**src/mmu_prot_pkg.sv**
```systemverilog
// Constants and types for the MMU access-protection check
package mmu_prot_pkg;
   localparam int WORD_W = 32;
   localparam int ZONE_COUNT = 16;
   localparam int ZONE_FIELD_W = 2;
   localparam int ZONE_IDX_W = 4;
   localparam int PID_W = 8;
   localparam int SPR_NUM_W = 10;
   localparam logic [SPR_NUM_W-1:0] ZONE_OVERRIDE_SPR = 10'h3b0;
   localparam logic [WORD_W-1:0] ZONE_OVERRIDE_RST = 32'h0000_0000;
   // Big-endian bit numbers within the entry words
   localparam int STORE_PERMIT_BE = 23;
   localparam int ZONE_IDX_BE_MSB = 24;
   localparam int RUN_PERMIT_BE = 22;
   localparam int SPEC_BLOCK_BE = 31;
   localparam int USER_ATTR_BE = 27;
   localparam logic [PID_W-1:0] GLOBAL_TAG = 8'h00;
   localparam logic [1:0] ZONE_NO_ACCESS = 2'h0;
   localparam logic [1:0] ZONE_PRIV_FORCE = 2'h2;
   localparam logic [1:0] ZONE_FORCE = 2'h3;

   typedef enum logic [3:0] {
      OP_NONE, OP_LOAD, OP_STORE, OP_DBLK_FLUSH, OP_DBLK_STORE,
      OP_DBLK_ZERO, OP_IBLK_INVAL, OP_DBLK_INVAL, OP_DCONG_INVAL,
      OP_ICONG_INVAL, OP_TOUCH, OP_PRIV_LOAD, OP_BLK_ALLOC
   } data_op_t;

   typedef enum logic [1:0] {
      FAULT_NONE, FAULT_DATA_STORAGE, FAULT_DATA_MISS
   } data_fault_t;
endpackage

```
**src/zone_sel_if.sv**
```systemverilog
// Zone field lookup carrier between the check and the zone register
`timescale 1ns/1ps
interface zone_sel_if;
   logic [3:0] d_index;
   logic [1:0] d_zone;
   logic [3:0] i_index;
   logic [1:0] i_zone;
   modport requester (output d_index, output i_index,
      input d_zone, input i_zone);
   modport provider (input d_index, input i_index,
      output d_zone, output i_zone);
endinterface
```
**src/mmu_access_protection_check.sv**
```systemverilog
// MMU access-protection and translation-fault check
`timescale 1ns/1ps
module mmu_access_protection_check
#(
   parameter int PID_WIDTH = mmu_prot_pkg::PID_W
)
(
   // Clock and reset
   input wire logic ref_clk_i,
   input wire logic sys_rst_i,
   // Machine state
   input wire logic interrupt_take_i,
   input wire logic relocate_wr_i,
   input wire logic instr_relocate_i,
   input wire logic data_relocate_i,
   input wire logic user_mode_flag_i,
   input wire logic user_attr_fault_enable_i,
   input wire logic [PID_WIDTH-1:0] current_process_id_i,
   output logic instr_relocate_o,
   output logic data_relocate_o,
   // Special-register port
   input wire logic spr_read_i,
   input wire logic spr_write_i,
   input wire logic [mmu_prot_pkg::SPR_NUM_W-1:0] spr_num_i,
   input wire logic [31:0] spr_wdata_i,
   output logic [31:0] spr_rdata_o,
   output logic spr_hit_o,
   // Data access with matched entry
   input wire logic d_req_i,
   input wire mmu_prot_pkg::data_op_t d_op_i,
   input wire logic d_hit_i,
   input wire logic [PID_WIDTH-1:0] d_entry_process_tag_i,
   input wire logic [31:0] d_entry_data_word_i,
   input wire logic [31:0] d_entry_tag_word_i,
   output logic d_go_o,
   output logic d_nop_o,
   output mmu_prot_pkg::data_fault_t d_fault_o,
   // Instruction fetch with matched entry
   input wire logic i_req_i,
   input wire logic i_hit_i,
   input wire logic [PID_WIDTH-1:0] i_entry_process_tag_i,
   input wire logic [31:0] i_entry_data_word_i,
   output logic i_go_o,
   output logic i_miss_o,
   output logic i_tag_fault_o,
   // Instruction execution
   input wire logic ex_valid_i,
   input wire logic ex_tag_fault_i,
   output logic instr_storage_fault_o
);
   import mmu_prot_pkg::*;

   zone_sel_if zone_index_field();

   logic instr_relocate_ff;
   logic data_relocate_ff;
   logic nxt_instr_relocate;
   logic nxt_data_relocate;
   logic [31:0] zone_reg;
   logic spr_sel;

   // Big-endian bit number to index
   function automatic logic be_bit(input logic [31:0] w, input int b);
      be_bit = w[31-b];
   endfunction

   function automatic logic tag_match(input logic [PID_WIDTH-1:0] tag,
      input logic [PID_WIDTH-1:0] current_process_id);
      tag_match = (tag == current_process_id) || (tag == PID_WIDTH'(GLOBAL_TAG));
   endfunction

   // Machine-state relocate flags
   always_comb
   begin
      nxt_instr_relocate = instr_relocate_ff;
      nxt_data_relocate = data_relocate_ff;
      if (interrupt_take_i)
      begin
         nxt_instr_relocate = 1'b0;
         nxt_data_relocate = 1'b0;
      end
      else if (relocate_wr_i)
      begin
         nxt_instr_relocate = instr_relocate_i;
         nxt_data_relocate = data_relocate_i;
      end
   end

   always_ff @(posedge ref_clk_i or posedge sys_rst_i)
   begin
      if (sys_rst_i)
      begin
         instr_relocate_ff <= 1'b0;
         data_relocate_ff <= 1'b0;
      end
      else
      begin
         instr_relocate_ff <= nxt_instr_relocate;
         data_relocate_ff <= nxt_data_relocate;
      end
   end

   assign instr_relocate_o = instr_relocate_ff;
   assign data_relocate_o = data_relocate_ff;

   // Zone register, privileged access only
   assign spr_sel = (spr_num_i == ZONE_OVERRIDE_SPR) && !user_mode_flag_i;

   zone_override_file u_zone
   (
      .ref_clk_i(ref_clk_i),
      .sys_rst_i(sys_rst_i),
      .spr_wr_i(spr_write_i && spr_sel),
      .spr_wdata_i(spr_wdata_i),
      .zone_reg_o(zone_reg),
      .zone_index_field(zone_index_field.provider)
   );

   assign spr_hit_o = (spr_read_i || spr_write_i) && spr_sel;
   assign spr_rdata_o = (spr_read_i && spr_sel) ? zone_reg : 32'h0;

   // Entry fields
   logic d_store_permit;
   logic d_user_attr;
   logic [1:0] d_zone;
   logic i_run_permit;
   logic i_spec_block;
   logic [1:0] i_zone;

   assign d_store_permit = be_bit(d_entry_data_word_i, STORE_PERMIT_BE);
   assign d_user_attr = be_bit(d_entry_tag_word_i, USER_ATTR_BE);
   assign zone_index_field.d_index = d_entry_data_word_i[31-ZONE_IDX_BE_MSB -: 4];
   assign zone_index_field.i_index = i_entry_data_word_i[31-ZONE_IDX_BE_MSB -: 4];
   assign d_zone = zone_index_field.d_zone;
   assign i_zone = zone_index_field.i_zone;
   assign i_run_permit = be_bit(i_entry_data_word_i, RUN_PERMIT_BE);
   assign i_spec_block = be_bit(i_entry_data_word_i, SPEC_BLOCK_BE);

   // Data operation classes, cache ops except OP_ICONG_INVAL folded into loads and stores
   logic op_user_zone;
   logic op_user_wr;
   logic op_priv_wr;
   logic op_touch;
   logic op_spec;

   always_comb
   begin
      op_user_zone = 1'b0;
      op_user_wr = 1'b0;
      op_priv_wr = 1'b0;
      op_touch = 1'b0;
      op_spec = 1'b0;
      case (d_op_i)
         OP_LOAD, OP_DBLK_FLUSH, OP_DBLK_STORE, OP_IBLK_INVAL:
         begin
            op_user_zone = 1'b1;
         end
         OP_STORE, OP_DBLK_ZERO:
         begin
            op_user_zone = 1'b1;
            op_user_wr = 1'b1;
            op_priv_wr = 1'b1;
         end
         OP_DBLK_INVAL, OP_DCONG_INVAL:
         begin
            op_priv_wr = 1'b1;
         end
         OP_TOUCH:
         begin
            op_user_zone = 1'b1;
            op_touch = 1'b1;
            op_spec = 1'b1;
         end
         OP_BLK_ALLOC:
         begin
            op_user_zone = 1'b1;
            op_user_wr = 1'b1;
            op_priv_wr = 1'b1;
            op_spec = 1'b1;
         end
         default:
         begin
            op_user_zone = 1'b0;
         end
      endcase
   end

   // Data protection and miss
   logic d_match;
   logic d_prot_viol;
   logic d_miss;

   assign d_match = d_hit_i &&
      tag_match(d_entry_process_tag_i, current_process_id_i);

   always_comb
   begin
      d_prot_viol = 1'b0;
      if (user_mode_flag_i)
      begin
         if (op_user_zone && d_zone == ZONE_NO_ACCESS)
         begin
            d_prot_viol = 1'b1;
         end
         if (op_user_wr && !d_store_permit && d_zone != ZONE_FORCE)
         begin
            d_prot_viol = 1'b1;
         end
         if (op_user_wr && d_user_attr && user_attr_fault_enable_i)
         begin
            d_prot_viol = 1'b1;
         end
      end
      else
      begin
         if (op_priv_wr && !d_store_permit &&
            d_zone != ZONE_PRIV_FORCE && d_zone != ZONE_FORCE)
         begin
            d_prot_viol = 1'b1;
         end
         if (op_priv_wr && d_user_attr && user_attr_fault_enable_i)
         begin
            d_prot_viol = 1'b1;
         end
      end
   end

   assign d_miss = !d_match && !op_touch;

   always_comb
   begin
      d_fault_o = FAULT_NONE;
      d_nop_o = 1'b0;
      d_go_o = 1'b0;
      if (d_req_i && d_op_i != OP_NONE)
      begin
         if (!data_relocate_ff)
         begin
            d_go_o = 1'b1;
         end
         else if (d_miss)
         begin
            d_fault_o = FAULT_DATA_MISS;
         end
         else if (!d_match || (d_prot_viol && op_spec))
         begin
            d_nop_o = 1'b1;
         end
         else if (d_prot_viol)
         begin
            d_fault_o = FAULT_DATA_STORAGE;
         end
         else
         begin
            d_go_o = 1'b1;
         end
      end
   end

   // Instruction fetch check
   logic i_match;
   logic i_viol;

   assign i_match = i_hit_i &&
      tag_match(i_entry_process_tag_i, current_process_id_i);

   always_comb
   begin
      i_viol = i_spec_block;
      if (user_mode_flag_i)
      begin
         if (i_zone == ZONE_NO_ACCESS ||
            (!i_run_permit && i_zone != ZONE_FORCE))
         begin
            i_viol = 1'b1;
         end
      end
      else if (!i_run_permit && i_zone != ZONE_PRIV_FORCE &&
         i_zone != ZONE_FORCE)
      begin
         i_viol = 1'b1;
      end
   end

   assign i_miss_o = i_req_i && instr_relocate_ff && !i_match;
   // Fault travels with the fetched word, not raised at fetch
   assign i_tag_fault_o = i_req_i && instr_relocate_ff && i_match &&
      i_viol;
   assign i_go_o = i_req_i && !i_miss_o;
   assign instr_storage_fault_o = ex_valid_i && ex_tag_fault_i;
endmodule

```
**src/zone_override_file.sv**
```systemverilog
// Zone override register with special-register access and zone lookup
`timescale 1ns/1ps
module zone_override_file
(
   // Clock and reset
   input wire logic ref_clk_i,
   input wire logic sys_rst_i,
   // Special-register access
   input wire logic spr_wr_i,
   input wire logic [31:0] spr_wdata_i,
   output logic [31:0] zone_reg_o,
   // Lookup
   zone_sel_if.provider zone_index_field
);
   import mmu_prot_pkg::*;

   logic [31:0] zone_override_reg_ff;
   logic [31:0] nxt_zone_override_reg;

   // Field n sits at big-endian bits 2n..2n+1
   function automatic logic [1:0] pick_zone(input logic [31:0] r,
      input logic [3:0] n);
      logic [4:0] lsb;
      lsb = 5'(5'd30 - {n, 1'b0});
      pick_zone = r[lsb +: 2];
   endfunction

   always_comb
   begin
      nxt_zone_override_reg = zone_override_reg_ff;
      if (spr_wr_i)
      begin
         nxt_zone_override_reg = spr_wdata_i;
      end
   end

   always_ff @(posedge ref_clk_i or posedge sys_rst_i)
   begin
      if (sys_rst_i)
      begin
         zone_override_reg_ff <= ZONE_OVERRIDE_RST;
      end
      else
      begin
         zone_override_reg_ff <= nxt_zone_override_reg;
      end
   end

   assign zone_reg_o = zone_override_reg_ff;
   // Live register contents, no caching
   assign zone_index_field.d_zone = pick_zone(zone_override_reg_ff, zone_index_field.d_index);
   assign zone_index_field.i_zone = pick_zone(zone_override_reg_ff, zone_index_field.i_index);
endmodule

```
**config.mk**
```make
export PLATFORM = sky130hd
export DESIGN_NAME = mmu_access_protection_check
export DESIGN_NICKNAME = d
export VERILOG_FILES = /design/src/mmu_prot_pkg.sv /design/src/zone_sel_if.sv /design/src/mmu_access_protection_check.sv /design/src/zone_override_file.sv
export SDC_FILE = /design/constraint.sdc
export NUM_CORES = 1
export LEC_CHECK = 0
export BUFFER_PORTS_ARGS = -buffer_cell sky130_fd_sc_hd__buf_2
export CAP_MARGIN = 30
export CORE_MARGIN = 5
export CORE_UTILIZATION = 35
export DETAILED_ROUTE_END_ITERATION = 8
export PLACE_DENSITY = 0.75
export SYNTH_ARGS = -nofsm -noshare
export SYNTH_HDL_FRONTEND = slang
export SYNTH_SLANG_ARGS = --single-unit
```
**constraint.sdc**
```tcl
create_clock -name ref_clk_i -period 1.9 [get_ports ref_clk_i]
set_input_delay 0.19 -clock ref_clk_i [delete_from_list [all_inputs] [get_ports ref_clk_i]]
set_output_delay 0.19 -clock ref_clk_i [all_outputs]
set_load 0.01 [all_outputs]
```
; Word level (Yosys, flattened, before mapping)
; Index checks and enable logic that the tools add are counted.
; Widths: inputs -> output; s select.
[word_totals]
out_inout_bits = 43
elab_cells = 107
regBits = 34
inputBits = 182
[op_classes]
n_reduce_logical = 50
muxes = 33
n_eq_ne = 17
n_addsub = 2
shift = 2
[op_table]
columns = cell, count
row1 = $shiftx 32x6->2, 2
row2 = $mux 32, 1
row3 = $mux 1, 29
row4 = $logic_and 1x1->1, 28
row5 = $eq 4x3->1 const B, 4
row6 = $eq 8x8->1, 2
row7 = $logic_not 8->1, 2
row8 = $eq 4x4->1 const B, 3
row9 = $eq 10x10->1 const B, 1
row10 = $sub 5x5->5 const A, 2
row11 = $eq 4x2->1 const B, 2
row12 = $ne 2x2->1 const B, 4
row13 = $reduce_or 8->1, 1
row14 = $logic_not 1->1, 7
row15 = $mux 2, 3
row16 = $logic_or 1x1->1, 5
row17 = $reduce_or 5->1, 1
row18 = $eq 4x1->1 const B, 1
row19 = $logic_not 2->1, 2
row20 = $reduce_bool 4->1, 1
row21 = $reduce_or 3->1, 1
row22 = $reduce_bool 2->1, 1
row23 = $reduce_or 2->1, 1

; Longest topological paths before layout
; Gate-level depths: netlist (run 1).
[depth]
depth_word = 15
depth_mapped = 8
ltp_nobuf = 7

; By module
; Synthesis (run 1) repeated with hierarchy kept, for this count alone.
[hier_totals]
cells_unflattened = 235
hier_area_um2 = 2623.8
[modules_own_cells]
columns = module, area_each_um2, seq_area_each_um2, n_inst, cells_per_inst
row1 = zone_override_file, 1739.2, 800.8, 1, 111
row2 = mmu_access_protection_check, 884.6, 50.0, 1, 124

; Least setup slack after synthesis (run 1)
; OpenSTA, ideal clock, no wires.
[synth_timing]
path_kind = input to output
start = input i_entry_data_word_i[4]
end = output i_tag_fault_o
arrival_time_ps = 2060
slack_ps = -350
cell_stages = 6
cell_sequence = clkbuf_1 mux4_2 mux4_2 o22ai_1 a21oi_1 nor3_1
[synth_via]
elab_chain_len = 8
elab_cells_between_ends = 13
[synth_lines]
columns = element, line
row1 = from (decl), mmu_access_protection_check.sv:42  ; input wire logic [31:0] i_entry_data_word_i,
row2 = $sub 5x5->5 (*), zone_override_file.sv:24  ; lsb = 5'(5'd30 - {n, 1'b0});
row3 = $shiftx 32x6->2 (*), zone_override_file.sv:25  ; pick_zone = r[lsb +: 2];
row4 = "$ne 2x2->1, on equally long branches", "mmu_access_protection_check.sv:278, mmu_access_protection_check.sv:273, mmu_access_protection_check.sv:279"
row5 = "$logic_and 1x1->1, on equally long branches", "mmu_access_protection_check.sv:278, mmu_access_protection_check.sv:273"
row6 = $logic_and 1x1->1 or $logic_or 1x1->1 (tied branches), "mmu_access_protection_check.sv:278, mmu_access_protection_check.sv:272"
row7 = "$mux 1, on equally long branches", "mmu_access_protection_check.sv:278, mmu_access_protection_check.sv:272"
row8 = $mux 1 (*), mmu_access_protection_check.sv:270  ; if (user_mode_flag_i)
row9 = $logic_and 1x1->1 (*), mmu_access_protection_check.sv:287  ; assign i_tag_fault_o = i_req_i && instr_relocate_ff && i_match &&
row10 = to (decl), mmu_access_protection_check.sv:45  ; output logic i_tag_fault_o,
; Every way passes the cells marked *; elsewhere a longest branch is shown, timed or not.

; Final worst setup path (run 1)
[layout_timing]
start = register u_zone.zone_override_reg_ff[29], in the netlist u_zone.zone_reg_o[29]
end = output d_nop_o
[layout_via]
elab_chain_len = 13
elab_cells_between_ends = 20
[layout_lines]
columns = element, line
row1 = from (decl), zone_override_file.sv:17  ; logic [31:0] zone_override_reg_ff;
row2 = from (signal assigned), zone_override_file.sv:45  ; zone_override_reg_ff <= nxt_zone_override_reg;
row3 = $shiftx 32x6->2 (*), zone_override_file.sv:25
row4 = $ne 2x2->1 or $logic_not 2->1 (tied branches), "mmu_access_protection_check.sv:217, mmu_access_protection_check.sv:201"
row5 = "$logic_and 1x1->1, on equally long branches", "mmu_access_protection_check.sv:216, mmu_access_protection_check.sv:201"
row6 = $logic_and 1x1->1 or $mux 1 (tied branches), "mmu_access_protection_check.sv:217, mmu_access_protection_check.sv:201"
row7 = "$mux 1, on equally long branches", "mmu_access_protection_check.sv:216, mmu_access_protection_check.sv:205"
row8 = "$mux 1, on equally long branches", "mmu_access_protection_check.sv:221, mmu_access_protection_check.sv:209"
row9 = $mux 1 (*), mmu_access_protection_check.sv:199  ; if (user_mode_flag_i)
row10 = $logic_and 1x1->1 (*), mmu_access_protection_check.sv:245  ; else if (!d_match || (d_prot_viol && op_spec))
row11 = $logic_or 1x1->1 (*), mmu_access_protection_check.sv:245
row12 = $mux 1 (*), mmu_access_protection_check.sv:245
row13 = $mux 1 (*), mmu_access_protection_check.sv:241  ; else if (d_miss)
row14 = $mux 1 (*), mmu_access_protection_check.sv:237  ; if (!data_relocate_ff)
row15 = $mux 1 (*), mmu_access_protection_check.sv:235  ; if (d_req_i && d_op_i != OP_NONE)
row16 = to (decl), mmu_access_protection_check.sv:36  ; output logic d_nop_o,
; Marked as above.

==> results of run 1 <==
## final cells by class
class                      instances  area share [%]
multi-input combinational        182            43.0
timing repair buffer             201            29.8
sequential                        34            21.5
tap                               99            3.14
clock buffer                       5            1.74
inverter                           6           0.570
clock inverter                     2           0.253
## stage by stage
step           cell area (um^2)  hold slack, ps  TNS (ps)
5_1_grt                    3950            46.1     -3070
6_report                   3950           -6.61     -2660
4_1_cts                    3920            2.73     -2550
3_5_place_dp               3810             315     -1720
3_3_place_gp               3810             301     -1490
2_1_floorplan              2610             256      -355
## worst max-delay path by stage
| stage | start | end | slack [ps] | cells after the start |
|---|---|---|---|---|
| 2_1_floorplan | u_zone.zone_reg_o[0]$_DFFE_PP0P_ | d_nop_o | -120 | 6 |
| 3_3_place_gp | d_entry_data_word_i[6] | d_nop_o | -440 | 10 |
| 3_5_place_dp | d_entry_data_word_i[6] | d_nop_o | -500 | 10 |
| 4_1_cts | u_zone.zone_reg_o[29]$_DFFE_PP0P_ | d_nop_o | -690 | 8 |
| 5_1_grt | u_zone.zone_reg_o[21]$_DFFE_PP0P_ | d_nop_o | -840 | 8 |
| 6_report | u_zone.zone_reg_o[29]$_DFFE_PP0P_ | d_nop_o | -720 | 8 |
## cell usage after synthesis (2+ instances only)
library cell,number
nand3_1,2
inv_1,6
buf_2,2
nor2_1,8
a22oi_1,2
mux2_2,32
xor2_1,9
and3_1,32
nor2b_1,4
clkbuf_1,11
buf_1,3
a221oi_1,2
a21oi_1,5
nor4_1,6
nand4_1,3
o311ai_0,2
nand4b_1,2
mux4_2,16
mux2i_1,7
o21a_1,2
dfrtp_1,34
o31ai_1,2
nand2_1,10
o21ai_0,5
xnor2_1,9
nor3_1,6
## where the power goes
part           total, mW  leakage [nW]  internal, mW  switching (mW)
clock              0.502        0.0438         0.246           0.256
sequential         0.739         0.473         0.732         0.00767
combinational      0.371          1.69         0.195           0.176
## cells by family after synthesis
family / count (synthesis) / share of synthesized area (%)
compound gates: 30 / 8.91
xor+xnor: 18 / 6.10
buf+inv: 23 / 3.73
flops: 34 / 32.9
mux: 55 / 30.6
simple gates: 79 / 17.8
## sequential cells by signal (all words and copies together), names as in the netlist
signal / cells
u_zone.zone_reg_o: 32
data_relocate_o: 1
instr_relocate_o: 1
## worst min-delay path, stage by stage
cell and delay, ps:
buf_2 90, inv_1 40, buf_4 380
## repair_timing
item | CTS | global route
pin swaps | 6 | 8
resized for setup | 6 | 3
setup endpoints to repair | 15 | 36
buffers inserted | 1 | 3
hold buffers | 0 | 0
cloned | 0 | 0
## per-layer routing
layer | routed length (um) | share of wire [%]
met1 | 3800 | 42
met2 | 4120 | 45
met3 | 1080 | 12
met4 | 116 | 1.3
met5 | 0 | 0
==> metrics.md, run 1 <==
| Metric | Value |
|---|---|
| Post-layout util | 54.7% |
| Clock Path Buffers | 2 |
| DIE AREA | approximately 0.0092 mm^2 |
| Largest net degree at the start of global routing | 35 |
| Area occupied by multi-input gates | ~0.0017 mm^2 |
| CTS tree | done |
| R2r endpoint | u_zone.zone_reg_o[14]$_DFFE_PP0P_ |
| Diode count | 0 |
| Reg2Reg Setup Slack | approximately 950 ps |
| Met3 usage | around 5.6% |
| Register area | ~850 um^2 |
| Flops & latches, synth | 34 |
| Post-Syn Area | 0.00258 mm^2 |
| Commonest non-fill, non-tap cell in the layout | buf_2 |
| Initial Util | a little over a third |
| Mapped Cells | ~240 |
| Critical Path Sink Type | output port |
| Synth area leader | dfrtp_1 |
| MaxCap Viol Count | 0 |
| Max Slew Vio Count | 0 |
| Wire per inst | 17.2 um |
| Met2 usage | about a third |
| Syn_nets | roughly 420 |
| Grt met1 use | 25.9% |
| Leak | between 2 and 2.5 nW |
| Slowest-stage cell, CP | mux4_2 |
| Clock sinks | 34 |
| Die Y | 95.9 um |
| Top delay family on crit path | compound AO/OA/AOI/OAI gates |
| # IOs | 225 |
| Worst path arrival time | approximately 2400 ps |
| Failing checks | negative hold slack, negative setup slack |
| Post-synthesis sequential area ratio | about a third |
| Gr ovfl total | 0 |
| Hold WC Path Type | in -> async |
| Fillers | between 600 and 700 |
| Initial antenna violation count | 0 |
| PwrDens | between 400 and 500 mW/mm^2 |
| Status | finished with violations |
| Clk root buf | clkbuf_8 |
| Number of port buffers | 140 |
| Area Growth Syn to Fin | 52.8% |
| Unrepaired setup endpoints after global routing | true |
| Fin crit share | 138% |
| DR DRC count | 0 |
| Number of synthesized flops with an enable pin | 0 |
| ANT nets after route | 0 |
| Synth top area share | 32.9% |
| Most frequent cells in the layout | buf_2 (140), buf_4 (59), dfrtp_1 (34) |
| TritonCTS Buffers | 5 |
| Pre-antenna DRT Iters | 4 |
| Worst slew pin tran | about 490 ps |
| CP max FO | 3 |
| Die W | between 90 and 100 um |
| WP data required | ~1700 ps |
| Starting DRC count in detailed routing | between 100 and 150 |
| Ys flop type | dfrtp_1 |
| Placed cells | around 520 |
| Routed WL | roughly 9000 um |
| Slew margin rel. | 67.6% |
| Hold Worst Slack | -6.61 ps |
| Max Clock Skew | 0 ps |
| Tot GR Track Use | about a fifth |
| Final setup margin | -725 ps |
| Via/cell ratio | about 5.2 |
| Post-DP HPWL | about 7500 um |
| Worst setup SP type | register |
| Pre-CTS WS | -497 ps |
| Area contributors post-synth | dfrtp_1 (33%), mux2_2 (14%), mux4_2 (14%), and3_1 (7.7%), xnor2_1 (3.0%) |
| CP bufs+invs | 2 |
| Yosys cell types | 43 |
| Final Hold Viols | 10 |
| First-pass GRT wire length | ~14,000 um |
| Cell Count, Final, Fillers Out | ~530 |
| Row cnt | 31 |
| Vias in the first global route | ~2,900 |
| Asr flop ratio synth | 100% |
| Yosys Warn Count | 0 |
| Reg-to-Reg Start | u_zone.zone_reg_o[14]$_DFFE_PP0P_ |
| Clock-pin slew on the worst setup and hold paths | 70 ps |
| Proportion of layout cells with a drive suffix above 1 | about 63% |
| Register-to-Register Path Depth | 2 |
| Largest stage delay, worst path | between 400 and 500 ps |
| Critical path type | reg -> out |
| Most frequent CP cell | o31ai_2 |
| Gpl congestion | approximately 0.89 |
| Peak Freq | 381 MHz |
| Vias post-DR | about 2,800 |
| Core region area | approximately 0.007 mm^2 |
| Gr busiest metal | met2 |
| Max VDD drop | about 250 uV |
| H-tree levels | 2 |
| Endpoints failing setup | 4 |
| Syn avg cell area | 10.8 um^2 |
| Final Net Count | 612 |
| CP cell instances | mux4_2 > a22oi_2 > buf_4 > nand3_4 > a2111oi_4 > o31ai_2 > o31ai_2 > buf_2 |
| Minimum clock period | approximately 2600 ps |
| Clk_lat worst skew | about 280 ps |
| Power Total | approximately 1.6 mW |
Power figures use the tool's default switching activity.
==> run 2: changes to the inputs <==
- ABC_AREA: not set -> 1
==> run 2 against run 1 <==
The flow finishes with violations (negative hold slack). Fmax up 39%. Setup slack gained 730 ps. Synthesized cell count up 69%. Clock-buffer cell count grew 2. Register-to-register slack gained 130 ps. Highest routed layer unchanged. Sequential cell count unchanged. Critical path depth grew 6. Combinational power is 4% higher. First-iteration DRC count decreased by 5.0%.
==> metrics.md, run 2 <==
| Metric | Value |
|---|---|
| Worst path arrival time | around 1700 ps |
| Worst slew pin tran | 434 ps |
| Largest family of logic cells by synthesized area | simple AND/OR/NAND/NOR gates |
| Clk root buf | clkbuf_8 |
| Switching Fraction | between 20 and 30% |
| Hold WC Path Type | in -> async |
| Initial Util | between 30% and 40% |
| Cell Count, Final, Fillers Out | ~660 |
| Mapped Cells | 404 |
| Post-synthesis sequential area ratio | 32.9% |
| Status | finished with violations |
| Ys flop type | dfrtp_1 |
| DR DRC count | 0 |
| Total negative setup slack | 0 ps |
| Reg2Reg Setup Slack | about 1100 ps |
| Clk_lat worst skew | 290 ps |
| Final Net Count | between 700 and 800 |
| Simple-Gate Fraction of Synth Area | 34.7% |
| Leak | roughly 2.0 nW |
| Synth top cells by count | nand2_1 (89), inv_1 (57), nand3_1 (50) |
| XOR/XNOR share of the synthesized area | roughly 5.1% |
| Starting DRC count in detailed routing | 132 |
| Gpl congestion | 0.894 |
| DIE AREA | 0.00922 mm^2 |
| Max VDD drop | 331 uV |
| Area contributors post-synth | dfrtp_1 (33%), nand2_1 (13%), nand3_1 (9.7%), o21ai_0 (9.5%), inv_1 (8.3%) |
| Hold Buf Count CTS | 0 |
| Endpoints failing setup | 0 |
| Psw | between 400 and 500 uW |
| Routed WL | 8810 um |
| Die W | 96 um |
| Vias in the first global route | 3,002 |
| Flops & latches, synth | 34 |
| Clock-pin slew on the worst setup and hold paths | roughly 70 ps |
| Post-DP HPWL | just under 7000 um |
| # IOs | between 200 and 250 |
| Max Slew Vio Count | 0 |
| Area occupied by multi-input gates | roughly 0.0015 mm^2 |
| Worst Setup SP | u_zone.zone_reg_o[10]$_DFFE_PP0P_ |
| Gr ovfl total | 0 |
| Cell with the most instances after synthesis | nand2_1 |
| Failing checks | negative hold slack |
| Slowest-stage cell, CP | dfrtp_1 |
| Combinational Power Share | between 20% and 30% |
| Commonest non-fill, non-tap cell in the layout | buf_2 |
| Peak Freq | roughly 530 MHz |
| Final Hold Viols | 34 |
| Vias post-DR | between 3,000 and 4,000 |
| Via/cell ratio | approximately 4.8 |
| CP max FO | 4 |
| Reg power frac | between 40 and 50% |
| Clk network pwr share | 33.1% |
| Adder-cell area share of the yosys netlist | 0% |
| Pre-antenna DRT Iters | 4 |
| Cell internal pwr | around 1.2 mW |
| Tot GR Track Use | about a fifth |
| Core region area | about 0.0072 mm^2 |
| Post-Syn Area | approximately 0.0026 mm^2 |
| Asr flop ratio synth | 100% |
| Yosys Warn Count | 0 |
| Row cnt | 31 |
| Post-layout util | 51.4% |
| Clock sinks | 34 |
| Number of synthesized flops with an enable pin | 0 |
| Synth Area in Compound Gates | approximately 15% |
| WP data required | ~1700 ps |
| TritonCTS Buffers | 5 |
| H-tree levels | 2 |
| Initial antenna violation count | 0 |
| Number of port buffers | 140 |
| Post-synthesis mux area share | 0% |
| Fillers | approximately 770 |
| First-pass GRT wire length | around 14,000 um |
| Critical Path Sink Type | output port |
| Area Growth Syn to Fin | 43.4% |
| Synth top area share | roughly a third |
| Yosys cell types | 30 |
| Reg-to-Reg Start | u_zone.zone_reg_o[25]$_DFFE_PP0P_ |
| Power Total | 1.69 mW |
| Max Clock Skew | 0 ps |
| Critical path type | reg -> out |
| CTS tree | done |
| Diode count | 0 |
| MaxCap Viol Count | 0 |
| Largest net degree at the start of global routing | 65 |
| PwrDens | around 450 mW/mm^2 |
| Worst setup SP type | register |
| CP cell instances | inv_1 > nand2_1 > nand3_1 > nand3_1 > nand3_2 > nand2_2 > nand2_1 > nand2_1 > nand3_2 > nand2_2 > nand2_2 > inv_2 > nor2_2 > buf_2 |
| Syn avg cell area | between 6 and 7 um^2 |
| Unrepaired setup endpoints after global routing | true |
| Syn_nets | roughly 600 |
| Placed cells | ~640 |
| Proportion of layout cells with a drive suffix above 1 | 40.5% |
| Register area | roughly 850 um^2 |
| Wire per inst | approximately 13 um |
| Die Y | roughly 96 um |
| Slew margin rel. | 71.0% |
| Synth area leader | dfrtp_1 |
| Most frequent cells in the layout | buf_2 (140), nand2_1 (86), o21ai_0 (45) |
| Fin crit share | 99.5% |
| Largest stage delay, worst path | between 300 and 400 ps |
| Hold Worst Slack | -12.5 ps |
| ANT nets after route | 0 |
| Max FFs per register | 32 |
| Clock Path Buffers | 2 |
| Minimum clock period | approximately 1900 ps |
-- run 2: timing repair --
item / CTS / global route
resized for setup: 23 / 25
buffers inserted: 5 / 9
setup endpoints to repair: 3 / 4
cloned: 0 / 0
pin swaps: 3 / 11
hold endpoints to repair: 0 / 0
-- run 2: critical path, delay by kind of cell (launching register included) --
kind | cells | cell delay, ps
simple gates | 11 | 760
buf+inv | 3 | 290
flops | 1 | 360
-- run 2: logic make-up (layout without fill, tap and decap cells) --
logic type | after synthesis | after routing
compound gates | 74 | 74
xor+xnor | 15 | 15
buf+inv | 76 | 232
flops | 34 | 34
simple gates | 205 | 205
-- run 2: worst paths after layout --
check                                                         end  depth (start not counted)
worst min register to register  u_zone.zone_reg_o[18]$_DFFE_PP0P_                          2
worst min-delay path            u_zone.zone_reg_o[10]$_DFFE_PP0P_                          3
min in group ref_clk_i          u_zone.zone_reg_o[22]$_DFFE_PP0P_                          3
worst max-delay path                                      d_nop_o                         14
max in group asynchronous       u_zone.zone_reg_o[26]$_DFFE_PP0P_                          3
worst max register to register  u_zone.zone_reg_o[25]$_DFFE_PP0P_                          3
-- run 2: routing by layer --
layer	track usage [%]	wire [um]	share of wire, %
met5	0	0	0
met4	6.87	166	1.9
met3	3.28	637	7.2
met2	28.9	3970	45
met1	26.7	4040	46
-- run 2: final cells by class --
type	count	share of cell area [%]
Timing Repair Buffer	164	24.7
Inverter	60	6.20
Clock inverter	1	0.135
Clock buffer	7	2.33
Sequential cell	34	22.9
Multi-Input combinational cell	294	40.3
Tap cell	99	3.34
-- run 2: per-stage QoR --
| step | setup WS, ps | area, um^2 |
|---|---|---|
| floorplan | 415 | 2590 |
| global placement | 167 | 3430 |
| detailed placement | 119 | 3430 |
| CTS | -11.5 | 3570 |
| global route | -185 | 3710 |
| finish | 10.3 | 3710 |
-- run 2: power by group through the flow --
stage          Combinational (mW)  Sequential, mW  Clock [mW]
6_report                    0.384           0.743       0.558
5_1_grt                     0.428           0.744       0.608
4_1_cts                     0.366           0.743       0.568
3_5_place_dp                0.359           0.755           0
3_3_place_gp                0.349           0.755           0
2_1_floorplan               0.183           0.755           0
==> run 3: changes to the inputs <==
- CELL_PAD_IN_SITES_DETAIL_PLACEMENT: not set -> 1
- CELL_PAD_IN_SITES_GLOBAL_PLACEMENT: not set -> 1
- CORE_UTILIZATION: 35 -> 22
- PLACE_DENSITY: 0.75 -> 0.76
==> run 3 against run 2 <==
Power rose by 17%. Cell count rose by 10%. Clock-buffer cell count did not move. First-iteration DRC count rose by 3.0%. The flow finishes with violations (negative hold slack, negative setup slack). Sequential cell count did not move. Setup slack got worse by 78 ps. Critical path depth fell by 2. Largest power group is now clock. Final area rose by 9.1%. Combinational power rose by 8.9%. Sequential power barely moved. Sequential share of layout area fell by 1.9 points.
==> metrics.md, run 3 (synthesis results as in run 2) <==
| Metric | Value |
|---|---|
| Fillers | 1,509 |
| Clk root buf | clkbuf_16 |
| WP data required | 1710 ps |
| Hold Worst Slack | -0.897 ps |
| Hold WC Path Type | in -> async |
| Gpl congestion | about 0.9 |
| Final Net Count | roughly 760 |
| Routed WL | approximately 11,000 um |
| Number of port buffers | 140 |
| Most frequent cells in the layout | buf_2 (140), nand2_1 (84), o21ai_0 (46) |
| Placed Area | 0.00352 mm^2 |
| Row cnt | 39 |
| Initial antenna violation count | 0 |
| Slew margin rel. | slightly above 70% |
| # IOs | approximately 230 |
| Vias post-DR | between 3,000 and 4,000 |
| CTS tree | done |
| Minimum clock period | 1970 ps |
| Max Slew Vio Count | 0 |
| Largest net degree at the start of global routing | 39 |
| PwrDens | ~500 mW/mm^2 |
| Worst slew pin tran | between 400 and 500 ps |
| Endpoints failing setup | 4 |
| Core region area | around 0.011 mm^2 |
| Leak | ~2.2 nW |
| Area Growth Syn to Fin | 56.5% |
| H-tree levels | 2 |
| Initial Util | a little under a quarter |
| Clock-pin slew on the worst setup and hold paths | approximately 50 ps |
| Via/cell ratio | 4.67 |
| Unrepaired setup endpoints after global routing | true |
| Die Y | 118 um |
| Proportion of layout cells with a drive suffix above 1 | between 40% and 50% |
| Starting DRC count in detailed routing | between 100 and 150 |
| Final setup margin | -67.6 ps |
| Critical Path Sink Type | output port |
| Peak Freq | between 500 and 600 MHz |
| Fin crit share | 104% |
| Commonest non-fill, non-tap cell in the layout | buf_2 |
| Tot GR Track Use | 15.3% |
| Clock sinks | 34 |
| Max FFs per register | 32 |
| Final Instance Area | 0.00405 mm^2 |
| DR DRC count | 0 |
| Max Clock Skew | 0 ps |
| Max VDD drop | around 270 uV |
| Clk_lat worst skew | ~280 ps |
| First-pass GRT wire length | 17,700 um |
| Vias in the first global route | 3,686 |
| Worst setup SP type | register |
| Failing checks | negative hold slack, negative setup slack |
| Gr ovfl total | 0 |
| Wire per inst | 15.7 um |
| Critical path type | reg -> out |
| Worst path arrival time | around 1800 ps |
| Hold Buf Count CTS | 0 |
| Clock Path Buffers | 2 |
| TritonCTS Buffers | 5 |
| DIE AREA | about 0.014 mm^2 |
| CP max FO | 2 |
| Die W | ~120 um |
| Final Hold Viols | 2 |
| Pre-antenna DRT Iters | 4 |
| Post-DP HPWL | roughly 8800 um |
| MaxCap Viol Count | 0 |
| ANT nets after route | 0 |
| Status | finished with violations |
| Pre-CTS WS | 81.2 ps |
## run 3: final timing paths
| check | cells past startpoint | endpoint | start | slack [ps] |
|---|---|---|---|---|
| max | 12 | d_fault_o[0] | u_zone.zone_reg_o[17]$_DFFE_PP0P_ | -70 |
| min | 3 | u_zone.zone_reg_o[7]$_DFFE_PP0P_ | sys_rst_i | -0.9 |
| max reg2reg | 4 | u_zone.zone_reg_o[1]$_DFFE_PP0P_ | u_zone.zone_reg_o[1]$_DFFE_PP0P_ | 1000 |
| min reg2reg | 2 | u_zone.zone_reg_o[25]$_DFFE_PP0P_ | u_zone.zone_reg_o[25]$_DFFE_PP0P_ | 570 |
| max in group asynchronous | 3 | u_zone.zone_reg_o[30]$_DFFE_PP0P_ | sys_rst_i | 1590 |
| min in group ref_clk_i | 3 | u_zone.zone_reg_o[29]$_DFFE_PP0P_ | spr_wdata_i[29] | 120 |
## run 3: report_power, final
part / internal [mW] / leakage, nW / switching [mW] / total (mW)
clock: 0.519 / 0.0739 / 0.298 / 0.817
sequential: 0.737 / 0.309 / 0.00767 / 0.745
combinational: 0.186 / 1.82 / 0.232 / 0.418
## run 3: layer usage
layer	wire, um	track usage (%)	vias up
met1	4680	18.0	1620
li1	-	-	1662
met2	5900	27.2	85
met5	0	0	-
met3	545	3.30	19
met4	259	5.60	0
## run 3: area by class of cell
type | instances | area [um^2] | share of cell area [%]
Multi-Input combinational cell | 294 | 1540 | 38.0
Clock buffer | 7 | 143 | 3.52
Antenna cell | 1 | 2.50 | 0.0618
Clock inverter | 1 | 5.00 | 0.124
Tap cell | 143 | 179 | 4.42
Timing Repair Buffer | 185 | 1100 | 27.2
Sequential cell | 34 | 851 | 21.0
Inverter | 60 | 230 | 5.68
## run 3: worst max-delay path, cell delays in order, from the launching register on
cell     delay [ps]
dfrtp_1         390
inv_2            60
nand2_1          40
nand3_1         100
nand3_2         100
nand3_4         110
nand2_4          50
nor2_2          100
nand2_1          60
nand3_2          60
nand2_2          60
nor3_1          160
buf_2           190
## run 3: metrics by stage
stage	util, %	total power, mW	instances	setup TNS [ps]
2_1_floorplan	-	0.939	404	0
3_3_place_gp	30.7	1.12	684	0
3_5_place_dp	30.7	1.13	684	0
4_1_cts	33.7	1.98	718	-53.6
5_1_grt	35.3	2.08	724	-633
6_report	35.3	1.98	725	-167
## run 3: what timing repair did
item / 4_1_cts / 5_1_grt
endpoints found under the setup margin: 4 / 4
pin swaps: 4 / 20
buffers inserted: 26 / 6
resized for setup: 30 / 33
